==> src/design/gas_host_pkg.sv <==
// constants, types and notes for the gas sensor i2c host sequencer
// assumes a 100 mhz system clock and an open-drain i2c bus with pull-ups
// Notes on behaviour
// - command words carry embedded 3-bit crc
// - every data word followed by crc byte
// - host may skip crc byte when reading
// - command is start, write header, two bytes
// - host waits, retrying read header until acked; host gives up after retry_max retries and reports nacked
// - host acks bytes to keep data coming
// - after last crc host sends nack, stop
// - early nack and stop ends read
// - power mode command precedes init command
// - measure every 2s or every 30s; host leaves pacing to the requester
// - init again after every power-up
// - restore baseline: init first, then write
package gas_host_pkg;
  localparam logic [6:0]  dev_addr      = 7'h58;
  localparam logic [15:0] cmd_init      = 16'h20ae;
  localparam logic [15:0] cmd_measure   = 16'h2008;
  localparam logic [15:0] cmd_power     = 16'h209f;
  localparam logic [15:0] cmd_base_rd   = 16'h2015;
  localparam logic [15:0] cmd_base_wr   = 16'h201e;
  localparam logic [15:0] mode_ultra    = 16'h0000;
  localparam logic [15:0] mode_low      = 16'h0001;
  localparam logic [7:0]  crc_poly      = 8'h31;
  localparam logic [7:0]  crc_init      = 8'hff;
  localparam int          sys_clk_mhz   = 100;
  localparam int          power_up_us   = 600;
  localparam int          power_up_cyc  = power_up_us * sys_clk_mhz;
  localparam int          exec_ms       = 10;
  localparam int          measure_ms    = 50;
  localparam int          exec_cyc      = exec_ms * 1000 * sys_clk_mhz;
  localparam int          measure_cyc   = measure_ms * 1000 * sys_clk_mhz;
  localparam int          quarter_ns    = 1300;
  localparam int          quarter_cyc   = (quarter_ns * sys_clk_mhz
                                           + 999) / 1000;
  localparam int          retry_max     = 255;

  typedef enum logic [2:0] {
    op_init    = 3'h0,
    op_measure = 3'h1,
    op_power   = 3'h2,
    op_base_rd = 3'h3,
    op_base_wr = 3'h4
  } op_e;

  typedef struct packed {
    op_e         op;
    logic [15:0] param;
  } req_s;

  typedef struct packed {
    logic [15:0] word;
    logic        crc_ok;
    logic        nacked;
  } rsp_s;

  typedef struct packed {
    logic scl_oe;
    logic sda_oe;
  } pin_drv_s;
endpackage

==> src/design/i2c_byte_engine.sv <==
// i2c master bit engine: start, stop, byte write and byte read
// assumes open-drain pins resolved outside; oe high pulls the line low
`timescale 1ns/1ns
`default_nettype none
module i2c_byte_engine #(
  parameter int quarter = 13
) (
  // clock and reset
  input  wire logic                  sys_clk_i,
  input  wire logic                  rst_n_i,
  // command side
  input  wire logic                  go_i,
  input  wire logic [1:0]            kind_i,
  input  wire logic [7:0]            wdata_i,
  input  wire logic                  ack_send_i,
  output logic                       done_o,
  output logic [7:0]                 rdata_o,
  output logic                       ack_seen_o,
  // pins
  input  wire logic                  scl_i,
  input  wire logic                  sda_i,
  output gas_host_pkg::pin_drv_s     drv_o
);
  import gas_host_pkg::*;
  // kind: 0 start, 1 stop, 2 write, 3 read
  typedef enum logic [1:0] {
    e_idle = 2'h0,
    e_run  = 2'h1,
    e_done = 2'h2
  } eng_e;
  eng_e        st;
  logic [15:0] tick;
  logic [5:0]  ph;
  logic [1:0]  kind;
  logic [8:0]  sh;
  logic [1:0]  scl_sync;
  logic [1:0]  sda_sync;
  wire         tick_end = (tick == 16'(quarter - 1));
  wire [3:0]   bit_no   = ph[5:2];
  wire [1:0]   q        = ph[1:0];
  wire [5:0]   last_ph  = (kind[1]) ? 6'h23 : 6'h03;
  // scl stretching is honoured: no advance while we released scl and
  // it still reads low
  wire         stretch  = ~drv_o.scl_oe & ~scl_sync[1] & (q == 2'h2);
  wire         sda_s    = sda_sync[1];

  always_ff @(posedge sys_clk_i) begin
    scl_sync <= {scl_sync[0], scl_i};
    sda_sync <= {sda_sync[0], sda_i};
  end

  always_ff @(posedge sys_clk_i) begin
    if (!rst_n_i) begin
      st <= e_idle;
      tick <= 16'h0;
      ph <= 6'h0;
      kind <= 2'h0;
      sh <= 9'h1ff;
      drv_o <= '0;
      rdata_o <= 8'h0;
      ack_seen_o <= 1'b0;
    end else begin
      case (st)
        e_idle: begin
          if (go_i) begin
            st <= e_run;
            kind <= kind_i;
            ph <= 6'h0;
            tick <= 16'h0;
            sh <= {wdata_i, ~ack_send_i};
          end
        end
        e_run: begin
          if (!stretch)
            tick <= tick_end ? 16'h0 : tick + 16'h1;
          if (tick_end && !stretch) begin
            case (kind)
              2'h0: begin
                case (q)
                  2'h0: drv_o <= '0;
                  2'h1: drv_o.sda_oe <= 1'b1;
                  2'h2: drv_o.sda_oe <= 1'b1;
                  default: drv_o.scl_oe <= 1'b1;
                endcase
              end
              2'h1: begin
                case (q)
                  2'h0: drv_o <= '{scl_oe: 1'b1, sda_oe: 1'b1};
                  2'h1: drv_o.scl_oe <= 1'b0;
                  2'h2: drv_o.sda_oe <= 1'b0;
                  default: drv_o <= '0;
                endcase
              end
              default: begin
                case (q)
                  // data bit 8 is the ack slot
                  2'h0: begin
                    drv_o.scl_oe <= 1'b1;
                    drv_o.sda_oe <= (kind == 2'h2 && bit_no != 4'h8)
                                    ? ~sh[8]
                                    : (kind == 2'h3 && bit_no == 4'h8)
                                      ? ~sh[0] : 1'b0;
                  end
                  2'h1: drv_o.scl_oe <= 1'b0;
                  2'h2: begin
                    if (bit_no == 4'h8)
                      ack_seen_o <= ~sda_s;
                    else if (kind == 2'h3)
                      rdata_o <= {rdata_o[6:0], sda_s};
                  end
                  default: begin
                    drv_o.scl_oe <= 1'b1;
                    if (kind == 2'h2)
                      sh <= {sh[7:0], 1'b1};
                  end
                endcase
              end
            endcase
            if (ph == last_ph)
              st <= e_done;
            else
              ph <= ph + 6'h1;
          end
        end
        e_done: st <= e_idle;
        default: st <= e_idle;
      endcase
    end
  end

  assign done_o = (st == e_done);
endmodule
`default_nettype wire

==> src/design/gas_sensor_host.sv <==
// host sequencer driving the gas sensor over i2c
// assumes the user raises req_valid_i with a request struct and holds it
// until req_ready_o; one transaction at a time
`timescale 1ns/1ns
`default_nettype none
module gas_sensor_host #(
  parameter int pu_cycles   = gas_host_pkg::power_up_cyc,
  parameter int exec_cycles = gas_host_pkg::exec_cyc,
  parameter int meas_cycles = gas_host_pkg::measure_cyc,
  parameter int quarter     = gas_host_pkg::quarter_cyc,
  parameter int retries     = gas_host_pkg::retry_max
) (
  // clock and reset
  input  wire logic                  sys_clk_i,
  input  wire logic                  rst_n_i,
  // request side
  input  wire logic                  req_valid_i,
  input  wire gas_host_pkg::req_s    req_i,
  output logic                       req_ready_o,
  // response side
  output logic                       rsp_valid_o,
  output gas_host_pkg::rsp_s         rsp_o,
  // status
  output logic                       ready_o,
  output logic                       inited_o,
  output logic                       order_err_o,
  // i2c pins, oe high pulls low
  input  wire logic                  scl_i,
  input  wire logic                  sda_i,
  output logic                       scl_o,
  output logic                       scl_oe_o,
  output logic                       sda_o,
  output logic                       sda_oe_o
);
  import gas_host_pkg::*;
  // byte engine jobs and transfer lengths, header byte included
  localparam logic [1:0] job_start = 2'h0;
  localparam logic [1:0] job_stop  = 2'h1;
  localparam logic [1:0] job_write = 2'h2;
  localparam logic [1:0] job_read  = 2'h3;
  localparam logic [2:0] len_cmd   = 3'h3;
  localparam logic [2:0] len_param = 3'h6;
  localparam logic [1:0] crc_slot  = 2'h2;

  typedef enum logic [3:0] {
    s_power   = 4'h0,
    s_idle    = 4'h1,
    s_start   = 4'h2,
    s_byte    = 4'h3,
    s_stop    = 4'h4,
    s_wait    = 4'h5,
    s_rstart  = 4'h6,
    s_rhdr    = 4'h7,
    s_rbyte   = 4'h8,
    s_rstop   = 4'h9,
    s_done    = 4'ha
  } host_e;

  host_e       st;
  req_s        req;
  logic [31:0] cnt;
  logic [2:0]  bidx;
  logic [1:0]  ridx;
  logic [7:0]  tries;
  logic [7:0]  crc;
  logic [15:0] word;
  logic        nacked;
  logic        crc_ok;
  logic        go;
  logic [1:0]  kind;
  logic [7:0]  wdata;
  logic        eng_done;
  logic [7:0]  eng_rdata;
  logic        eng_ack;
  pin_drv_s    drv;

  function automatic logic [7:0] crc8(input logic [7:0] c,
                                      input logic [7:0] d);
    logic [7:0] r;
    r = c ^ d;
    for (int i = 0; i < 8; i++)
      r = r[7] ? ((r << 1) ^ crc_poly) : (r << 1);
    return r;
  endfunction

  // what goes out and what comes back, per operation
  wire         has_param = (req.op == op_power) || (req.op == op_base_wr);
  wire         has_read  = (req.op == op_measure) || (req.op == op_base_rd);
  wire [15:0]  cmd_word  = (req.op == op_init)    ? cmd_init    :
                           (req.op == op_measure) ? cmd_measure :
                           (req.op == op_power)   ? cmd_power   :
                           (req.op == op_base_rd) ? cmd_base_rd :
                                                    cmd_base_wr;
  wire [7:0]   param_crc = crc8(crc8(crc_init, req.param[15:8]),
                                req.param[7:0]);
  wire [2:0]   wr_bytes  = has_param ? len_param : len_cmd;
  // command words already carry their own 3-bit check field
  wire [7:0]   wr_byte   = (bidx == 3'h0) ? {dev_addr, 1'b0} :
                           (bidx == 3'h1) ? cmd_word[15:8]   :
                           (bidx == 3'h2) ? cmd_word[7:0]    :
                           (bidx == 3'h3) ? req.param[15:8]  :
                           (bidx == 3'h4) ? req.param[7:0]   :
                                            param_crc;
  wire [31:0]  wait_cyc  = (req.op == op_measure) ? 32'(meas_cycles)
                                                  : 32'(exec_cycles);
  wire         cnt_zero  = (cnt == 32'h0);
  // decoded transfer points
  wire         last_wr   = (bidx == wr_bytes - 3'h1);
  wire         last_rd   = (ridx == crc_slot);
  // retries spent: the read is reported as refused
  wire         retry_out = (tries == 8'(retries));
  wire         rsp_now   = (st == s_done);
  // init must come after any power mode change and before measurements
  wire         bad_order = (req_i.op == op_power && inited_o)
                        || (req_i.op == op_measure && !inited_o)
                        || (req_i.op == op_base_wr && !inited_o);

  i2c_byte_engine #(
    .quarter    (quarter)
  ) u_engine (
    .sys_clk_i  (sys_clk_i),
    .rst_n_i    (rst_n_i),
    .go_i       (go),
    .kind_i     (kind),
    .wdata_i    (wdata),
    .ack_send_i (!last_rd),
    .done_o     (eng_done),
    .rdata_o    (eng_rdata),
    .ack_seen_o (eng_ack),
    .scl_i      (scl_i),
    .sda_i      (sda_i),
    .drv_o      (drv)
  );

  always_comb begin
    go = 1'b0;
    kind = job_start;
    wdata = 8'hff;
    case (st)
      s_start, s_rstart: begin
        go = 1'b1;
        kind = job_start;
      end
      s_byte: begin
        go = 1'b1;
        kind = job_write;
        wdata = wr_byte;
      end
      s_rhdr: begin
        go = 1'b1;
        kind = job_write;
        wdata = {dev_addr, 1'b1};
      end
      s_rbyte: begin
        go = 1'b1;
        kind = job_read;
      end
      s_stop, s_rstop: begin
        go = 1'b1;
        kind = job_stop;
      end
      default: go = 1'b0;
    endcase
  end

  always_ff @(posedge sys_clk_i) begin
    if (!rst_n_i) begin
      st <= s_power;
      req <= '0;
      cnt <= 32'h0;
      bidx <= 3'h0;
      ridx <= 2'h0;
      tries <= 8'h0;
      crc <= crc_init;
      word <= 16'h0;
      nacked <= 1'b0;
      crc_ok <= 1'b0;
      inited_o <= 1'b0;
      order_err_o <= 1'b0;
    end else begin
      case (st)
        s_power: begin
          // hold off until the sensor has surely reached idle
          cnt <= cnt + 32'h1;
          if (cnt >= 32'(pu_cycles) - 32'h1) begin
            st <= s_idle;
            cnt <= 32'h0;
          end
        end
        s_idle: begin
          order_err_o <= 1'b0;
          if (req_valid_i) begin
            req <= req_i;
            order_err_o <= bad_order;
            bidx <= 3'h0;
            nacked <= 1'b0;
            word <= 16'h0;
            crc_ok <= 1'b0;
            st <= s_start;
          end
        end
        s_start: if (eng_done) st <= s_byte;
        s_byte: begin
          if (eng_done) begin
            if (!eng_ack) begin
              nacked <= 1'b1;
              st <= s_stop;
            end else if (last_wr) begin
              st <= s_stop;
            end else begin
              bidx <= bidx + 3'h1;
            end
          end
        end
        s_stop: begin
          if (eng_done) begin
            cnt <= wait_cyc;
            tries <= 8'h0;
            st <= (nacked || !has_read) ? s_done : s_wait;
            if (!nacked && req.op == op_init)
              inited_o <= 1'b1;
          end
        end
        s_wait: begin
          if (cnt_zero) begin
            st <= s_rstart;
            ridx <= 2'h0;
            crc <= crc_init;
          end else begin
            cnt <= cnt - 32'h1;
          end
        end
        s_rstart: if (eng_done) st <= s_rhdr;
        s_rhdr: begin
          if (eng_done) begin
            if (eng_ack) begin
              st <= s_rbyte;
            end else if (retry_out) begin
              nacked <= 1'b1;
              st <= s_rstop;
            end else begin
              // busy sensor: back off one execution slot then poll again
              tries <= tries + 8'h1;
              cnt <= 32'(exec_cycles);
              st <= s_rstop;
            end
          end
        end
        s_rbyte: begin
          if (eng_done) begin
            crc <= crc8(crc, eng_rdata);
            if (ridx == 2'h0)
              word[15:8] <= eng_rdata;
            else if (ridx == 2'h1)
              word[7:0] <= eng_rdata;
            else
              crc_ok <= (crc == eng_rdata);
            // ack msb and lsb, nack after the crc byte
            if (last_rd)
              st <= s_rstop;
            else
              ridx <= ridx + 2'h1;
          end
        end
        s_rstop: begin
          if (eng_done) begin
            if (last_rd || nacked)
              st <= s_done;
            else
              st <= s_wait;
          end
        end
        s_done: st <= s_idle;
        default: st <= s_idle;
      endcase
    end
  end

  // response stands until the next transaction ends
  always_ff @(posedge sys_clk_i) begin
    if (!rst_n_i) begin
      rsp_valid_o <= 1'b0;
      rsp_o <= '0;
    end else begin
      rsp_valid_o <= rsp_now;
      if (rsp_now) begin
        rsp_o.word <= has_read ? word : 16'h0;
        rsp_o.crc_ok <= has_read ? crc_ok : 1'b1;
        rsp_o.nacked <= nacked;
      end
    end
  end

  // pacing of measure requests is left to the requester
  assign req_ready_o = (st == s_idle);
  assign ready_o     = (st != s_power);
  assign scl_o       = 1'b0;
  assign sda_o       = 1'b0;
  assign scl_oe_o    = drv.scl_oe;
  assign sda_oe_o    = drv.sda_oe;
endmodule
`default_nettype wire

==> config.mk <==
export PLATFORM = sky130hd
export DESIGN_NAME = gas_sensor_host
export DESIGN_NICKNAME = d
export VERILOG_FILES = /design/src/design/gas_host_pkg.sv /design/src/design/i2c_byte_engine.sv /design/src/design/gas_sensor_host.sv
export SDC_FILE = /design/constraint.sdc
export NUM_CORES = 1
export LEC_CHECK = 0
export ABC_AREA = 1
export BUFFER_PORTS_ARGS = -buffer_cell sky130_fd_sc_hd__buf_2
export CAP_MARGIN = 10
export CORE_ASPECT_RATIO = 1.25
export CORE_MARGIN = 5
export CORE_UTILIZATION = 55
export CTS_CLUSTER_SIZE = 10
export DETAILED_ROUTE_END_ITERATION = 10
export PLACE_DENSITY = 0.77
export RECOVER_POWER = 50
export SYNTH_ARGS = -nofsm -noshare
export SYNTH_HDL_FRONTEND = slang
export SYNTH_SLANG_ARGS = --single-unit
==> constraint.sdc <==
create_clock -name sys_clk_i -period 2.4 [get_ports sys_clk_i]
set_clock_uncertainty 0.05 [all_clocks]
set_input_delay 0.24 -clock sys_clk_i [delete_from_list [all_inputs] [get_ports sys_clk_i]]
set_output_delay 0.24 -clock sys_clk_i [all_outputs]
set_load 0.02 [all_outputs]
==> summary.md <==
| Metric | Value |
|---|---|
| Outcome | finished, final reports clean |
| Slew Limit Fails | 0 |
| Leakage power | 4.54 nW |
| Most used cell, CP | inv_2 |
| Fin Setup TNS | 0 ns |
| Avg Cell Area, Syn | between 6 and 7 um^2 |
| CP arrival | approximately 2.6 ns |
| Top FF cell, synth | dfxtp_1 |
| Critical path launch point type | flip-flop |
| Worst path max stage delay | 0.45 ns |
| Setup crit end kind | flip-flop |
| I/O Buffers | between 40 and 50 |
| Worst-Skew Late Latency | about 0.44 ns |
| Upper clock frequency limit | between 0.4 and 0.5 GHz |
| Clock Sinks | roughly 170 |
| Cell Chain, Critical Path | nand2_1 > nor2_2 > inv_2 > nor2_1 > inv_1 > o21ai_0 > nor3_1 > nand2_1 > nor2_1 > inv_2 > buf_12 > o21ai_2 > inv_2 > a21oi_1 > a211oi_1 |
| Share of layout cells above drive strength 1 | between 10% and 20% |
| DR vias/cell | ~5.5 |
| Worst Max-Slew Pin Slew | 0.536 ns |
| Tmin final | 2.27 ns |
| Critical-path top delay cell | dfxtp_1 |
| Seq/Total Area, Yosys | approximately a third |
| Netlist cell types | 59 |
| Slew HR | 63.9% |
| Ports | 51 |
| Routability cong. | between 0.9 and 1 |
| Worst EP required | ~2.7 ns |
| Clk slew on worst S/H paths | about 0.080 ns |
| Setup violators final | 0 |
| Clock buffer count from CTS | 17 |
| Post-synth ARST share | 0% |
| Nets | 1512 |
| WS Path Type | reg -> reg |
| Most common cell after layout, fill and taps aside | nand2_1 |
| DR WL/cell | 14.1 um |
| Most frequent cells in the layout | 237 x nand2_1, 172 x inv_1, 156 x dfxtp_1 |
| Post-synth top area cell | dfxtp_1 |
| Remaining global-route overflow | 0 |
| Post-DP HPWL | 17.4 mm |
| Post-Place Worst Slack | 0.100 ns |
| Top-area cell type share of the netlist area | between 30% and 40% |
| Initial Utilization | between 50% and 60% |
| Gr usage total | about a quarter |
| Synth Cell Area | approximately 0.0096 mm^2 |
| DRT antenna net count | 0 |
| Htree depth | 4 |
| Crit Path Max Fanout | 39 |
| Routed WL | between 20 and 25 mm |
| Core Area | approximately 0.017 mm^2 |
| DRT Pass-1 Iters | 6 |
| Flop2flop setup slack | between 0.1 and 0.15 ns |
| Residual DRC | 0 |
| Vias in the first global route | about 9000 |
| PwrDens | 1410 mW/mm^2 |
| Post-layout util | approximately 63% |
| Total Power | approximately 0.015 W |
| Max-cap violations | 0 |
| Die span in x | 128 um |
| Ant diodes | 0 |
| DR vias | between 9000 and 10000 |
| Die Area | between 0.02 and 0.025 mm^2 |
| CTS max path bufs | 2 |
| CTS tree | yes |
| Final Hold Fails | 0 |
| Worst setup margin | roughly 0.13 ns |
| Area growth syn-to-layout | 13.0% |
| Fin crit share | 94.6% |
| Post-Synthesis Cells | approximately 1400 |
| First-pass GRT wire length | 40.3 mm |
| Largest net degree at the start of global routing | 57 |
| Rows | 54 |
| VDD IR max | roughly 0.8 mV |
| Area contributors post-synth | dfxtp_1 34%, nand2_1 9.3%, inv_1 6.9%, o21ai_0 6.3%, a21oi_1 6.1% |
| Ys Warns | 0 |
| Hold WC Path Type | in -> reg |
| Die H | 158 um |
| Hold WS | roughly 0.035 ns |
| First DRT Iteration DRCs | between 700 and 800 |
| FF+latch count, synth | around 170 |
| Initial antenna violation count | 0 |
| CTS Root Cell | clkbuf_16 |
| Number of flops mapped to enable cells by yosys | 0 |
[cell type report]
cell class / count / area (um^2)
fillers: 1568 / 6480
clock buffers: 18 / 439
flip-flops and latches: 165 / 3320
repair buffers: 88 / 566
clock inverters: 14 / 155
multi-input cells: 987 / 5330
well taps: 224 / 280
inverters: 211 / 797
[Yosys cell counts, types with 4 or more instances]
| library cell | instances |
|---|---|
| nand2_1 | 240 |
| inv_1 | 176 |
| dfxtp_1 | 165 |
| nor2_1 | 135 |
| o21ai_0 | 121 |
| a21oi_1 | 118 |
| nand3_1 | 99 |
| inv_2 | 32 |
| nor3_1 | 29 |
| clkbuf_1 | 24 |
| xor2_1 | 22 |
| a211oi_1 | 19 |
| ha_1 | 18 |
| nand4_1 | 17 |
| xnor2_1 | 17 |
| buf_2 | 15 |
| o31ai_1 | 15 |
| a31oi_1 | 14 |
| nor2_2 | 14 |
| o21ai_1 | 11 |
| nor4_1 | 10 |
| o22ai_1 | 10 |
| nand2_2 | 6 |
| nor3b_1 | 6 |
| o211ai_1 | 6 |
| a221oi_2 | 5 |
| buf_6 | 5 |
| nor2_4 | 5 |
| nand2_4 | 4 |
| nand3_2 | 4 |
[worst paths after layout]
kind,startpoint,end,cells after the start
max reg2reg,st[1],bidx[1],15
min,req_i[11],req[11],3
min reg2reg,u_engine.sda_sync[0],u_engine.sda_sync[1],0
max,st[1],bidx[1],15
[registers in the layout, indices dropped and copies added (netlist names), 2 cells and up]
signal             count
u_engine.ph            6
cnt                   32
u_engine.scl_sync      2
u_engine.sda_sync      2
u_engine.drv_o         2
st                     4
word                  16
req                   19
u_engine.rdata_o       8
rsp_o                 18
bidx                   3
crc                    8
ridx                   2
tries                  8
u_engine.tick         16
u_engine.st            2
u_engine.kind          2
u_engine.sh            9
[cells by family (layout without fill, tap and decap cells)]
family	after synthesis	after routing	synth area share [%]
adders and majority gates	18	18	2.34
and+or+nand+nor	586	586	28.0
other	1	2	0.0389
DFF	165	165	34.3
buffers and inverters	260	331	11.1
AOI/OAI and AO/OA	340	340	20.3
xor gates and xnor gates	41	41	3.88
[worst max-delay path: cells and delay by family (launching register included)]
kind | cells | cell delay, ns
AOI/OAI and AO/OA | 4 | 0.40
buffers and inverters | 5 | 0.49
DFF | 1 | 0.45
and+or+nand+nor | 6 | 0.77
[where the power goes]
part | leakage, nW | switching, W | internal, W
Combinational | 2.90 | 0.00566 | 0.00300
Sequential | 1.35 | 0.000546 | 0.00340
Clock | 0.292 | 0.00130 | 0.00143
Total | 4.54 | 0.00751 | 0.00782
[routing by layer]
layer / up-vias / GRT usage [%] / share of wire (%)
li1: 4816 / - / -
met2: 261 / 42.7 / 50
met1: 4313 / 28.3 / 42
met3: 65 / 3.85 / 4.9
met4: 0 / 9.91 / 3.1
met5: - / 0 / 0
[stage by stage]
step	instances	instance area (um^2)
2_1_floorplan	1412	9640
3_3_place_gp	1668	10200
3_5_place_dp	1668	10200
4_1_cts	1702	10800
5_1_grt	1707	10900
6_report	1707	10900
[what timing repair did]
item	in CTS	in global routing
gates resized for setup	0	32
endpoints found under the hold margin	2	0
setup buffers	0	5
setup endpoints to repair	0	38
hold buffers	2	0
(Power assumes the default switching activity.)
